[src/core/cpm_pkg.sv]
// Purpose: constants, types and carriers shared by the program-model register block
// Assumes: 10 MHz sys_clk_i, APB register access, 8-bit data path with 16-bit pointers
// Notes: offsets are byte addresses of aligned 32-bit words
//
// Behaviour
// - stack pointer addresses next free slot; reset value $00FF
// - stack low byte reload forces low byte $FF, upper byte kept
// - push decrements stack pointer, pull increments it
// - stack-relative operand address is stack pointer plus 8 or 16-bit offset
// - instruction pointer steps after each fetch; jumps and traps load a target
// - leaving reset, instruction pointer loads vector from $FFFE high, $FFFF low
// - condition flags eight bits; bits 6 and 5 always read one
// - overflow flag tracks two's complement overflow; signed branches use it
// - add and add-with-carry set nibble carry on carry from bit 3 to 4
// - decimal adjust correction comes from nibble carry and carry flags, from the low accumulator digit above 9 and from the accumulator above $99
// - mask blocks maskable interrupts; set after stacking, before vector fetch
// - interrupt entry never stacks upper index byte; software uses push/pull ops
// - when mask clears with several pending, highest priority served first
// - interrupt return restores stacked flags including mask
// - reset sets mask; only mask clear op and interrupt return may clear it
// - sign flag copies result bit 7 after data operations
// - zero flag set exactly when 8-bit result is $00
// - carry from bit 7 on add, borrow on subtract; shifts also update it
// - enabled break request finishes current instruction then runs soft trap
// - break vector $FFFC-$FFFD normally, $FEFC-$FEFD in monitor mode
// - interrupt return in break handler ends break if request deasserted
package cpm_pkg;

  localparam logic [7:0] OFF_STACK = 8'h00;
  localparam logic [7:0] OFF_IPTR = 8'h04;
  localparam logic [7:0] OFF_FLAGS = 8'h08;
  localparam logic [7:0] OFF_CTRL = 8'h0c;
  localparam logic [7:0] OFF_STATUS = 8'h10;

  localparam logic [15:0] SP_RESET = 16'h00ff;
  localparam logic [7:0] SP_LOW_RELOAD = 8'hff;
  localparam logic [15:0] VEC_RESET = 16'hfffe;
  localparam logic [15:0] VEC_BREAK = 16'hfffc;
  localparam logic [15:0] VEC_BREAK_MON = 16'hfefc;
  localparam logic [15:0] VEC_IRQ_TOP = 16'hfffa;

  localparam int FLG_C = 0;
  localparam int FLG_Z = 1;
  localparam int FLG_N = 2;
  localparam int FLG_I = 3;
  localparam int FLG_H = 4;
  localparam int FLG_V = 7;
  localparam logic [7:0] FLAGS_ONES = 8'h60;
  localparam logic [7:0] FLAGS_RESET = 8'h68;
  localparam logic [7:0] BCD_LOW_FIX = 8'h06;
  localparam logic [7:0] BCD_HIGH_FIX = 8'h60;

  typedef enum logic [3:0] {
    OP_NOP = 4'h0,
    OP_FETCH = 4'h1,
    OP_JUMP = 4'h2,
    OP_PUSH = 4'h3,
    OP_PULL = 4'h4,
    OP_RELOAD = 4'h5,
    OP_ALU = 4'h6,
    OP_MASK_CLR = 4'h7,
    OP_MASK_SET = 4'h8,
    OP_IRET = 4'h9
  } cpm_op_t;

  typedef enum logic [2:0] {
    ALU_ADD = 3'h0,
    ALU_ADC = 3'h1,
    ALU_SUB = 3'h2,
    ALU_SBC = 3'h3,
    ALU_LOGIC = 3'h4,
    ALU_SHIFT = 3'h5,
    ALU_DAA = 3'h6
  } cpm_alu_t;

  typedef enum logic [1:0] {
    ST_VEC_HI = 2'b00,
    ST_VEC_LO = 2'b01,
    ST_RUN = 2'b10,
    ST_STACK = 2'b11
  } cpm_state_t;

  typedef struct packed {
    cpm_op_t op;
    cpm_alu_t alu;
    logic [7:0] a;
    logic [7:0] b;
    logic shift_c;
    logic [15:0] target;
    logic [7:0] pull_data;
    logic [15:0] offset;
    logic off_wide;
    logic insn_done;
  } cpm_seq_t;

endpackage

[src/core/cpm_flags.sv]
// Purpose: result and flag generation for one committed data operation
// Assumes: purely combinational, fed from the sequencer in the same cycle
// Notes: bits 6 and 5 are forced high on the way out
`timescale 1ns/1ps
`default_nettype none
module cpm_flags (
  input wire cpm_pkg::cpm_alu_t kind_i, // operation kind
  input wire logic [7:0] a_i,           // accumulator operand
  input wire logic [7:0] b_i,           // second operand or finished result
  input wire logic shift_c_i,           // bit shifted out by a shift or rotate
  input wire logic [7:0] flags_i,       // current flags
  output logic [7:0] res_o,             // result byte
  output logic [7:0] flags_o            // updated flags
);
  logic [8:0] sum;
  logic [7:0] corr;
  logic sub;
  always_comb begin
    sum = 9'h000;
    corr = 8'h00;
    sub = (kind_i == cpm_pkg::ALU_SUB) || (kind_i == cpm_pkg::ALU_SBC);
    flags_o = flags_i;
    unique case (kind_i)
      cpm_pkg::ALU_ADD: sum = {1'b0, a_i} + {1'b0, b_i};
      cpm_pkg::ALU_ADC: sum = {1'b0, a_i} + {1'b0, b_i} + {8'h00, flags_i[cpm_pkg::FLG_C]};
      cpm_pkg::ALU_SUB: sum = {1'b0, a_i} - {1'b0, b_i};
      cpm_pkg::ALU_SBC: sum = {1'b0, a_i} - {1'b0, b_i} - {8'h00, flags_i[cpm_pkg::FLG_C]};
      cpm_pkg::ALU_DAA: begin
        if (flags_i[cpm_pkg::FLG_H] || (a_i[3:0] > 4'h9)) begin
          corr = corr | cpm_pkg::BCD_LOW_FIX;
        end
        if (flags_i[cpm_pkg::FLG_C] || (a_i > 8'h99)) begin
          corr = corr | cpm_pkg::BCD_HIGH_FIX;
        end
        sum = {1'b0, a_i} + {1'b0, corr};
      end
      default: sum = {1'b0, b_i};
    endcase
    res_o = sum[7:0];
    unique case (kind_i)
      cpm_pkg::ALU_ADD, cpm_pkg::ALU_ADC, cpm_pkg::ALU_SUB, cpm_pkg::ALU_SBC: begin
        flags_o[cpm_pkg::FLG_C] = sum[8];
        flags_o[cpm_pkg::FLG_V] = sub ? ((a_i[7] & ~b_i[7] & ~sum[7]) | (~a_i[7] & b_i[7] & sum[7])) :
                                        ((a_i[7] & b_i[7] & ~sum[7]) | (~a_i[7] & ~b_i[7] & sum[7]));
        if (!sub) begin
          flags_o[cpm_pkg::FLG_H] = (a_i[3] & b_i[3]) | (b_i[3] & ~sum[3]) | (~sum[3] & a_i[3]);
        end
      end
      cpm_pkg::ALU_LOGIC: flags_o[cpm_pkg::FLG_V] = 1'b0;
      cpm_pkg::ALU_SHIFT: begin
        flags_o[cpm_pkg::FLG_C] = shift_c_i;
        flags_o[cpm_pkg::FLG_V] = sum[7] ^ shift_c_i;
      end
      default: flags_o[cpm_pkg::FLG_C] = flags_i[cpm_pkg::FLG_C] | corr[6];
    endcase
    flags_o[cpm_pkg::FLG_N] = sum[7];
    flags_o[cpm_pkg::FLG_Z] = (sum[7:0] == 8'h00);
    flags_o = flags_o | cpm_pkg::FLAGS_ONES;
  end
endmodule
`default_nettype wire

[src/core/cpm_prio.sv]
// Purpose: picks the highest-priority pending interrupt request
// Assumes: line 0 has the highest priority
// Notes: combinational
`timescale 1ns/1ps
`default_nettype none
module cpm_prio (
  input wire logic [7:0] req_i, // pending requests
  output logic any_o,           // at least one pending
  output logic [2:0] idx_o      // winning line
);
  always_comb begin
    any_o = 1'b0;
    idx_o = 3'h0;
    for (int i = 7; i >= 0; i--) begin
      if (req_i[i]) begin
        any_o = 1'b1;
        idx_o = 3'(i);
      end
    end
  end
endmodule
`default_nettype wire

[src/core/cpm_regs.sv]
// Purpose: programmer-visible pointers and condition flags with trap and vector sequencing
// Assumes: sequencer drives seq_i on sys_clk_i; memory answers vector reads on mem_valid_i
// Notes: APB slave with one wait state; core operations override APB writes in the same cycle
`timescale 1ns/1ps
`default_nettype none
module cpm_regs (
  input wire logic sys_clk_i,            // 10 MHz clock
  input wire logic rst_n_i,              // async reset, active low
  input wire logic psel_i,               // APB select
  input wire logic penable_i,            // APB enable
  input wire logic pwrite_i,             // APB direction
  input wire logic [7:0] paddr_i,        // APB byte address
  input wire logic [31:0] pwdata_i,      // APB write data
  output logic [31:0] prdata_o,          // APB read data
  output logic pready_o,                 // APB ready
  output logic pslverr_o,                // APB error on unmapped address
  input wire cpm_pkg::cpm_seq_t seq_i,   // sequencer command
  input wire logic stack_done_i,         // sequencer finished stacking registers
  input wire logic [7:0] mem_data_i,     // vector byte from memory
  input wire logic mem_valid_i,          // vector byte valid
  input wire logic brk_req_i,            // break request pin
  input wire logic monitor_i,            // monitor mode pin
  input wire logic [7:0] irq_req_i,      // maskable interrupt request pins
  output logic [15:0] stack_pointer_o,   // stack pointer
  output logic [15:0] instruction_pointer_o, // instruction pointer
  output logic [7:0] condition_flags_o,  // condition flags
  output logic [15:0] stack_ea_o,        // stack-relative operand address
  output logic [7:0] alu_res_o,          // committed data result
  output logic signed_lt_o,              // signed less-than condition
  output logic signed_le_o,              // signed less-or-equal condition
  output logic vec_req_o,                // vector byte read request
  output logic [15:0] vec_addr_o,        // vector byte address
  output logic stack_req_o,              // ask sequencer to stack registers
  output logic irq_take_o,               // maskable interrupt accepted, one cycle
  output logic [2:0] irq_idx_o,          // accepted interrupt line
  output logic running_o,                // executing instructions
  output logic brk_active_o              // break handler active
);

  typedef struct packed {
    logic [1:0] brk_sync;
    logic [1:0] mon_sync;
    logic [7:0] irq_s1;
    logic [7:0] irq_s2;
    logic [15:0] sp;
    logic [15:0] pc;
    logic [7:0] flags;
    cpm_pkg::cpm_state_t state;
    logic [15:0] vec_addr;
    logic [7:0] vec_hi;
    logic trap_brk;
    logic [2:0] trap_idx;
    logic brk_en;
    logic brk_active;
    logic [31:0] prdata;
    logic pready;
    logic pslverr;
    logic [15:0] ea;
    logic [7:0] alu_res;
    logic sgn_lt;
    logic sgn_le;
    logic vec_req;
    logic stack_req;
    logic irq_take;
    logic running;
  } cpm_st_t;

  cpm_st_t s;
  cpm_st_t next_s;
  logic [1:0] rst_q;
  logic rst_sync_n;
  logic [7:0] alu_res;
  logic [7:0] alu_flags;
  logic irq_any;
  logic [2:0] irq_idx;

  function automatic logic addr_mapped(input logic [7:0] a);
    addr_mapped = (a == cpm_pkg::OFF_STACK) || (a == cpm_pkg::OFF_IPTR) || (a == cpm_pkg::OFF_FLAGS) ||
                  (a == cpm_pkg::OFF_CTRL) || (a == cpm_pkg::OFF_STATUS);
  endfunction

  function automatic logic [15:0] irq_vector(input logic [2:0] idx);
    irq_vector = cpm_pkg::VEC_IRQ_TOP - {12'h000, idx, 1'b0};
  endfunction

  always_ff @(posedge sys_clk_i or negedge rst_n_i) begin
    if (!rst_n_i) begin
      rst_q <= 2'b00;
    end else begin
      rst_q <= {rst_q[0], 1'b1};
    end
  end
  assign rst_sync_n = rst_q[1];

  cpm_flags u_flags (
    .kind_i(seq_i.alu),
    .a_i(seq_i.a),
    .b_i(seq_i.b),
    .shift_c_i(seq_i.shift_c),
    .flags_i(s.flags),
    .res_o(alu_res),
    .flags_o(alu_flags)
  );

  // masked lines never reach the arbiter
  cpm_prio u_prio (
    .req_i(s.irq_s2 & {8{~s.flags[cpm_pkg::FLG_I]}}),
    .any_o(irq_any),
    .idx_o(irq_idx)
  );

  always_comb begin
    next_s = s;
    next_s.brk_sync = {s.brk_sync[0], brk_req_i};
    next_s.mon_sync = {s.mon_sync[0], monitor_i};
    next_s.irq_s1 = irq_req_i;
    next_s.irq_s2 = s.irq_s1;
    next_s.irq_take = 1'b0;

    // APB: one wait state, answer registered
    if (psel_i && penable_i && !s.pready) begin
      next_s.pready = 1'b1;
      next_s.pslverr = !addr_mapped(paddr_i);
      next_s.prdata = 32'h0000_0000;
      unique case (paddr_i)
        cpm_pkg::OFF_STACK: next_s.prdata = {16'h0000, s.sp};
        cpm_pkg::OFF_IPTR: next_s.prdata = {16'h0000, s.pc};
        cpm_pkg::OFF_FLAGS: next_s.prdata = {24'h00_0000, s.flags | cpm_pkg::FLAGS_ONES};
        cpm_pkg::OFF_CTRL: next_s.prdata = {31'h0000_0000, s.brk_en};
        cpm_pkg::OFF_STATUS: next_s.prdata = {24'h00_0000, s.trap_idx, s.state, s.vec_req,
                                              s.running, s.brk_active};
        default: next_s.prdata = 32'h0000_0000;
      endcase
    end else if (psel_i && penable_i && s.pready) begin
      next_s.pready = 1'b0;
      next_s.pslverr = 1'b0;
      if (pwrite_i) begin
        unique case (paddr_i)
          cpm_pkg::OFF_STACK: next_s.sp = pwdata_i[15:0];
          cpm_pkg::OFF_IPTR: next_s.pc = pwdata_i[15:0];
          // a register write may set the mask but never clear it
          cpm_pkg::OFF_FLAGS: next_s.flags = pwdata_i[7:0] | cpm_pkg::FLAGS_ONES |
                                            (s.flags & (8'h01 << cpm_pkg::FLG_I));
          cpm_pkg::OFF_CTRL: next_s.brk_en = pwdata_i[0];
          default: next_s.brk_en = s.brk_en;
        endcase
      end
    end else begin
      next_s.pready = 1'b0;
      next_s.pslverr = 1'b0;
    end

    // stack-relative address follows the pointer every cycle
    next_s.ea = s.sp + (seq_i.off_wide ? seq_i.offset : {8'h00, seq_i.offset[7:0]});

    if (s.state == cpm_pkg::ST_RUN) begin
      unique case (seq_i.op)
        cpm_pkg::OP_NOP: next_s.pc = next_s.pc;
        cpm_pkg::OP_FETCH: next_s.pc = s.pc + 16'h0001;
        cpm_pkg::OP_JUMP: next_s.pc = seq_i.target;
        // also carries the upper index byte saved by handlers
        cpm_pkg::OP_PUSH: next_s.sp = s.sp - 16'h0001;
        cpm_pkg::OP_PULL: next_s.sp = s.sp + 16'h0001;
        cpm_pkg::OP_RELOAD: next_s.sp = {s.sp[15:8], cpm_pkg::SP_LOW_RELOAD};
        cpm_pkg::OP_ALU: begin
          next_s.flags = alu_flags;
          next_s.alu_res = alu_res;
        end
        cpm_pkg::OP_MASK_CLR: next_s.flags[cpm_pkg::FLG_I] = 1'b0;
        cpm_pkg::OP_MASK_SET: next_s.flags[cpm_pkg::FLG_I] = 1'b1;
        cpm_pkg::OP_IRET: begin
          next_s.sp = s.sp + 16'h0001;
          next_s.flags = seq_i.pull_data | cpm_pkg::FLAGS_ONES;
          if (s.brk_active && !s.brk_sync[1]) begin
            next_s.brk_active = 1'b0;
          end
        end
        default: next_s.pc = next_s.pc;
      endcase
    end

    unique case (s.state)
      cpm_pkg::ST_VEC_HI: begin
        if (mem_valid_i) begin
          next_s.vec_hi = mem_data_i;
          next_s.vec_addr = s.vec_addr + 16'h0001;
          next_s.state = cpm_pkg::ST_VEC_LO;
        end
      end
      cpm_pkg::ST_VEC_LO: begin
        if (mem_valid_i) begin
          next_s.pc = {s.vec_hi, mem_data_i};
          next_s.state = cpm_pkg::ST_RUN;
        end
      end
      cpm_pkg::ST_RUN: begin
        // traps only between instructions
        if (seq_i.insn_done && s.brk_en && s.brk_sync[1] && !s.brk_active) begin
          next_s.trap_brk = 1'b1;
          next_s.state = cpm_pkg::ST_STACK;
        end else if (seq_i.insn_done && irq_any && seq_i.op != cpm_pkg::OP_MASK_CLR) begin
          next_s.trap_brk = 1'b0;
          next_s.trap_idx = irq_idx;
          next_s.irq_take = 1'b1;
          next_s.state = cpm_pkg::ST_STACK;
        end
      end
      cpm_pkg::ST_STACK: begin
        if (stack_done_i) begin
          // mask goes up only once registers are saved, before the vector read
          next_s.flags[cpm_pkg::FLG_I] = 1'b1;
          if (s.trap_brk) begin
            next_s.brk_active = 1'b1;
            next_s.vec_addr = s.mon_sync[1] ? cpm_pkg::VEC_BREAK_MON : cpm_pkg::VEC_BREAK;
          end else begin
            next_s.vec_addr = irq_vector(s.trap_idx);
          end
          next_s.state = cpm_pkg::ST_VEC_HI;
        end
      end
    endcase

    next_s.flags = next_s.flags | cpm_pkg::FLAGS_ONES;
    next_s.vec_req = (next_s.state == cpm_pkg::ST_VEC_HI) || (next_s.state == cpm_pkg::ST_VEC_LO);
    next_s.stack_req = (next_s.state == cpm_pkg::ST_STACK);
    next_s.running = next_s.state == cpm_pkg::ST_RUN;
    next_s.sgn_lt = next_s.flags[cpm_pkg::FLG_N] ^ next_s.flags[cpm_pkg::FLG_V];
    next_s.sgn_le = next_s.flags[cpm_pkg::FLG_Z] | (next_s.flags[cpm_pkg::FLG_N] ^ next_s.flags[cpm_pkg::FLG_V]);
  end

  always_ff @(posedge sys_clk_i or negedge rst_sync_n) begin
    if (!rst_sync_n) begin
      s <= '0;
      s.sp <= cpm_pkg::SP_RESET;
      s.flags <= cpm_pkg::FLAGS_RESET;
      s.state <= cpm_pkg::ST_VEC_HI;
      s.vec_addr <= cpm_pkg::VEC_RESET;
      s.vec_req <= 1'b1;
    end else begin
      s <= next_s;
    end
  end

  assign prdata_o = s.prdata;
  assign pready_o = s.pready;
  assign pslverr_o = s.pslverr;
  assign stack_pointer_o = s.sp;
  assign instruction_pointer_o = s.pc;
  assign condition_flags_o = s.flags;
  assign stack_ea_o = s.ea;
  assign alu_res_o = s.alu_res;
  assign signed_lt_o = s.sgn_lt;
  assign signed_le_o = s.sgn_le;
  assign vec_req_o = s.vec_req;
  assign vec_addr_o = s.vec_addr;
  assign stack_req_o = s.stack_req;
  assign irq_take_o = s.irq_take;
  assign irq_idx_o = s.trap_idx;
  assign running_o = s.running;
  assign brk_active_o = s.brk_active;

endmodule
`default_nettype wire

[config.mk]
export PLATFORM = sky130hd
export DESIGN_NAME = cpm_regs
export DESIGN_NICKNAME = d
export VERILOG_FILES = /design/src/core/cpm_pkg.sv /design/src/core/cpm_flags.sv /design/src/core/cpm_prio.sv /design/src/core/cpm_regs.sv
export SDC_FILE = /design/constraint.sdc
export NUM_CORES = 1
export LEC_CHECK = 0
export ABC_AREA = 1
export BUFFER_PORTS_ARGS = -buffer_cell sky130_fd_sc_hd__buf_2
export CORE_MARGIN = 8
export CORE_UTILIZATION = 45
export CTS_BUF_LIST = sky130_fd_sc_hd__clkbuf_16
export CTS_CLUSTER_DIAMETER = 200
export CTS_CLUSTER_SIZE = 20
export DETAILED_ROUTE_END_ITERATION = 12
export MAX_ROUTING_LAYER = met4
export PLACE_DENSITY = 0.71
export SLEW_MARGIN = 20
export SYNTH_ARGS = -nofsm -noshare
export SYNTH_HDL_FRONTEND = slang
export SYNTH_HIERARCHICAL = 1
export SYNTH_SLANG_ARGS = --single-unit
[constraint.sdc]
create_clock -name sys_clk_i -period 5.86 [get_ports sys_clk_i]
set_clock_uncertainty 0.2 [all_clocks]
set_input_delay 1.172 -clock sys_clk_i [delete_from_list [all_inputs] [get_ports sys_clk_i]]
set_output_delay 1.172 -clock sys_clk_i [all_outputs]
set_load 0.05 [all_outputs]
==> metrics <==
outcome=finished, final reports clean; GR Layer Usage met2=0.359; first-pass GRT wire length=55.4 mm; drt initial violations=1011; Crit path top cell by count=nand2_1; Rows=59; core area=25800 µm²; synth warn=6; register area=3540 µm²; RSZ-0062 raised after global routing=no; data arrival time of the worst path=4.04 ns; total wire length=35.1 mm; Avg Inst Size Synth=6.74 µm²; Crit Path Class=input port to flop; Pleak=7.20 nW; die width=177 µm; Crit Path Max Fanout=6; minimum clock period=3.88 ns; GRT overflow=0; RR Startpoint=condition_flags_o[4]; vias per inst=5.14; Routed Antenna Nets=0; total power=0.00655 W; max frequency=0.258 GHz; Initial Utilization=0.454; Clock Latency Late Sink=0.43 ns; Worst Setup End Kind=flop; I/O pins=255; reg-to-reg endpoint=signed_le_o; overall routing resource usage=0.226; multi-input logic area=6280 µm²; Pwr Density=508 nW/µm²; layout cell share with drive strength beyond 1=0.194; vias in the first global route=11000; # fillers=2666; GR Util met3=0.0511; routability cong.=0.934; die height=177 µm; PortBufs=218; Hold Vio Cnt, Final=0; Worst Tran Pin Value=0.930 ns; antenna violations before repair=6; r2r setup slk=2.58 ns; Max clock buf depth=2; CTS tree=built; critical path's slowest cell=fa_1; max_cap viols=0; clk slew on worst S/H paths=0.07 ns; total die area=31500 µm²; CP required=6.03 ns; cts repair resizes=0; CP Launch Type=input port; Max Slew Vio Count=0; Syn Std Cell Area=11700 µm²; total CTS buffers=17; Area Growth Syn to Fin=9.86%; Peak VDD IR=0.512 mV; Cell Chain, Critical Path=buf_2, o21ai_0, nand2_1, ha_1, fa_1, nand2_1, nor2_1, nand2_1, nand2_1, a211oi_2, nand2_1, nor2_2, nand3_2, nand2_2, inv_2, nand2_1, nand3_1, nand3_1, nand2_1, nand2_1, nand2_1, nand2_1, nand3_1, nand3_1; H-tree Lvls=4; Setup Total Neg Slack=0 ns; Detail Placement HPWL=28.1 mm; # setup viols final=0; GRT met1 Usage=0.274; largest net degree at the start of global routing=79; crit-path max cell delay=0.41 ns; worst min path class=flop to async pin; Residual DRC=0; Top Usage Layer GRT=met2; Syn Inst Count=1740; Root Buffer Master=clkbuf_16; cts hold-fix bufs=0; first drt pass iteration count=7; relative slew slack=0.379; reg2reg path depth=23; post-CTS setup buffer count=0; Tcrit/Tclk final=0.662; # clock sinks=140; NumNets Final=2044; drt wl/cell=16.0 µm; Vias=11300
cells in the final DEF (no fill, tap or decap), drive strengths merged, types with 7 or more instances in the layout:
master / count
xnor2: 11
nand4: 22
ha: 59
or2: 7
a21oi: 77
clkbuf: 17
o211ai: 25
o21ai: 83
conb: 19
nor3: 18
xor2: 8
buf: 221
dfstp: 25
inv: 250
o22ai: 16
nand2: 516
nor2: 180
a31oi: 7
dfrtp: 115
nand3: 146
sequential cells by signal (all words and copies together), names as in the netlist:
register	cells
next_s	10
vec_addr_o	16
pready_o	1
signed_le_o	1
pslverr_o	1
stack_ea_o	16
irq_take_o	1
s	22
running_o	1
stack_pointer_o	16
signed_lt_o	1
brk_active_o	1
condition_flags_o	6
instruction_pointer_o	16
vec_req_o	1
prdata_o	16
stack_req_o	1
irq_idx_o	3
rst_q	2
alu_res_o	8
per-layer routing:
metal	up-vias	share of wire
li1	5663	-
met1	5170	0.43
met2	408	0.46
met3	87	0.078
met4	0	0.037
met5	-	0
layout make-up:
cell class	count	area share
Tap cell	335	0.0325
Clock buffer	17	0.0330
Clock inverter	15	0.0125
Inverter	245	0.0716
Antenna cell	6	0.00117
Multi-Input combinational cell	1224	0.487
Timing Repair Buffer	221	0.0874
Sequential cell	140	0.275
worst max-delay path, delay by kind of cell:
family / cells / cell delay [ns]
adders and majority gates: 2 / 0.66
AOI/OAI and AO/OA: 2 / 0.44
and+or+nand+nor: 18 / 1.56
buffers and inverters: 2 / 0.21
metrics by stage:
stage,std cells,setup WS (ns),hold slack (ns),instance area (µm²),utilization
after global placement,2164,1.65,0.134,12300,0.474
final,2203,1.98,0.111,12900,0.499
after detailed placement,2164,1.59,0.135,12300,0.474
after CTS,2196,2.03,0.149,12800,0.497
after global routing,2203,1.74,0.157,12900,0.499
after floorplan,1757,1.51,0.131,11800,-
power by group:
part / switching [W] / leakage (nW) / internal, W / total (W)
clock network: 0.000475 / 0.284 / 0.000635 / 0.00111
logic: 0.00264 / 5.26 / 0.000998 / 0.00364
registers: 0.000426 / 1.66 / 0.00137 / 0.00180
total: 0.00354 / 7.20 / 0.00300 / 0.00655
worst max-delay path by stage:
stage	from	to	slack, ns	depth (start not counted)
CTS	seq_i[52]	signed_le_o	2.03	24
finish	seq_i[52]	signed_le_o	1.98	24
global route	seq_i[52]	signed_le_o	1.74	24
detailed placement	seq_i[52]	signed_le_o	1.59	24
global placement	seq_i[52]	signed_le_o	1.65	23
floorplan	rst_q[1]	alu_res_o[0]	1.51	0
Power figures use the tool's default switching activity.
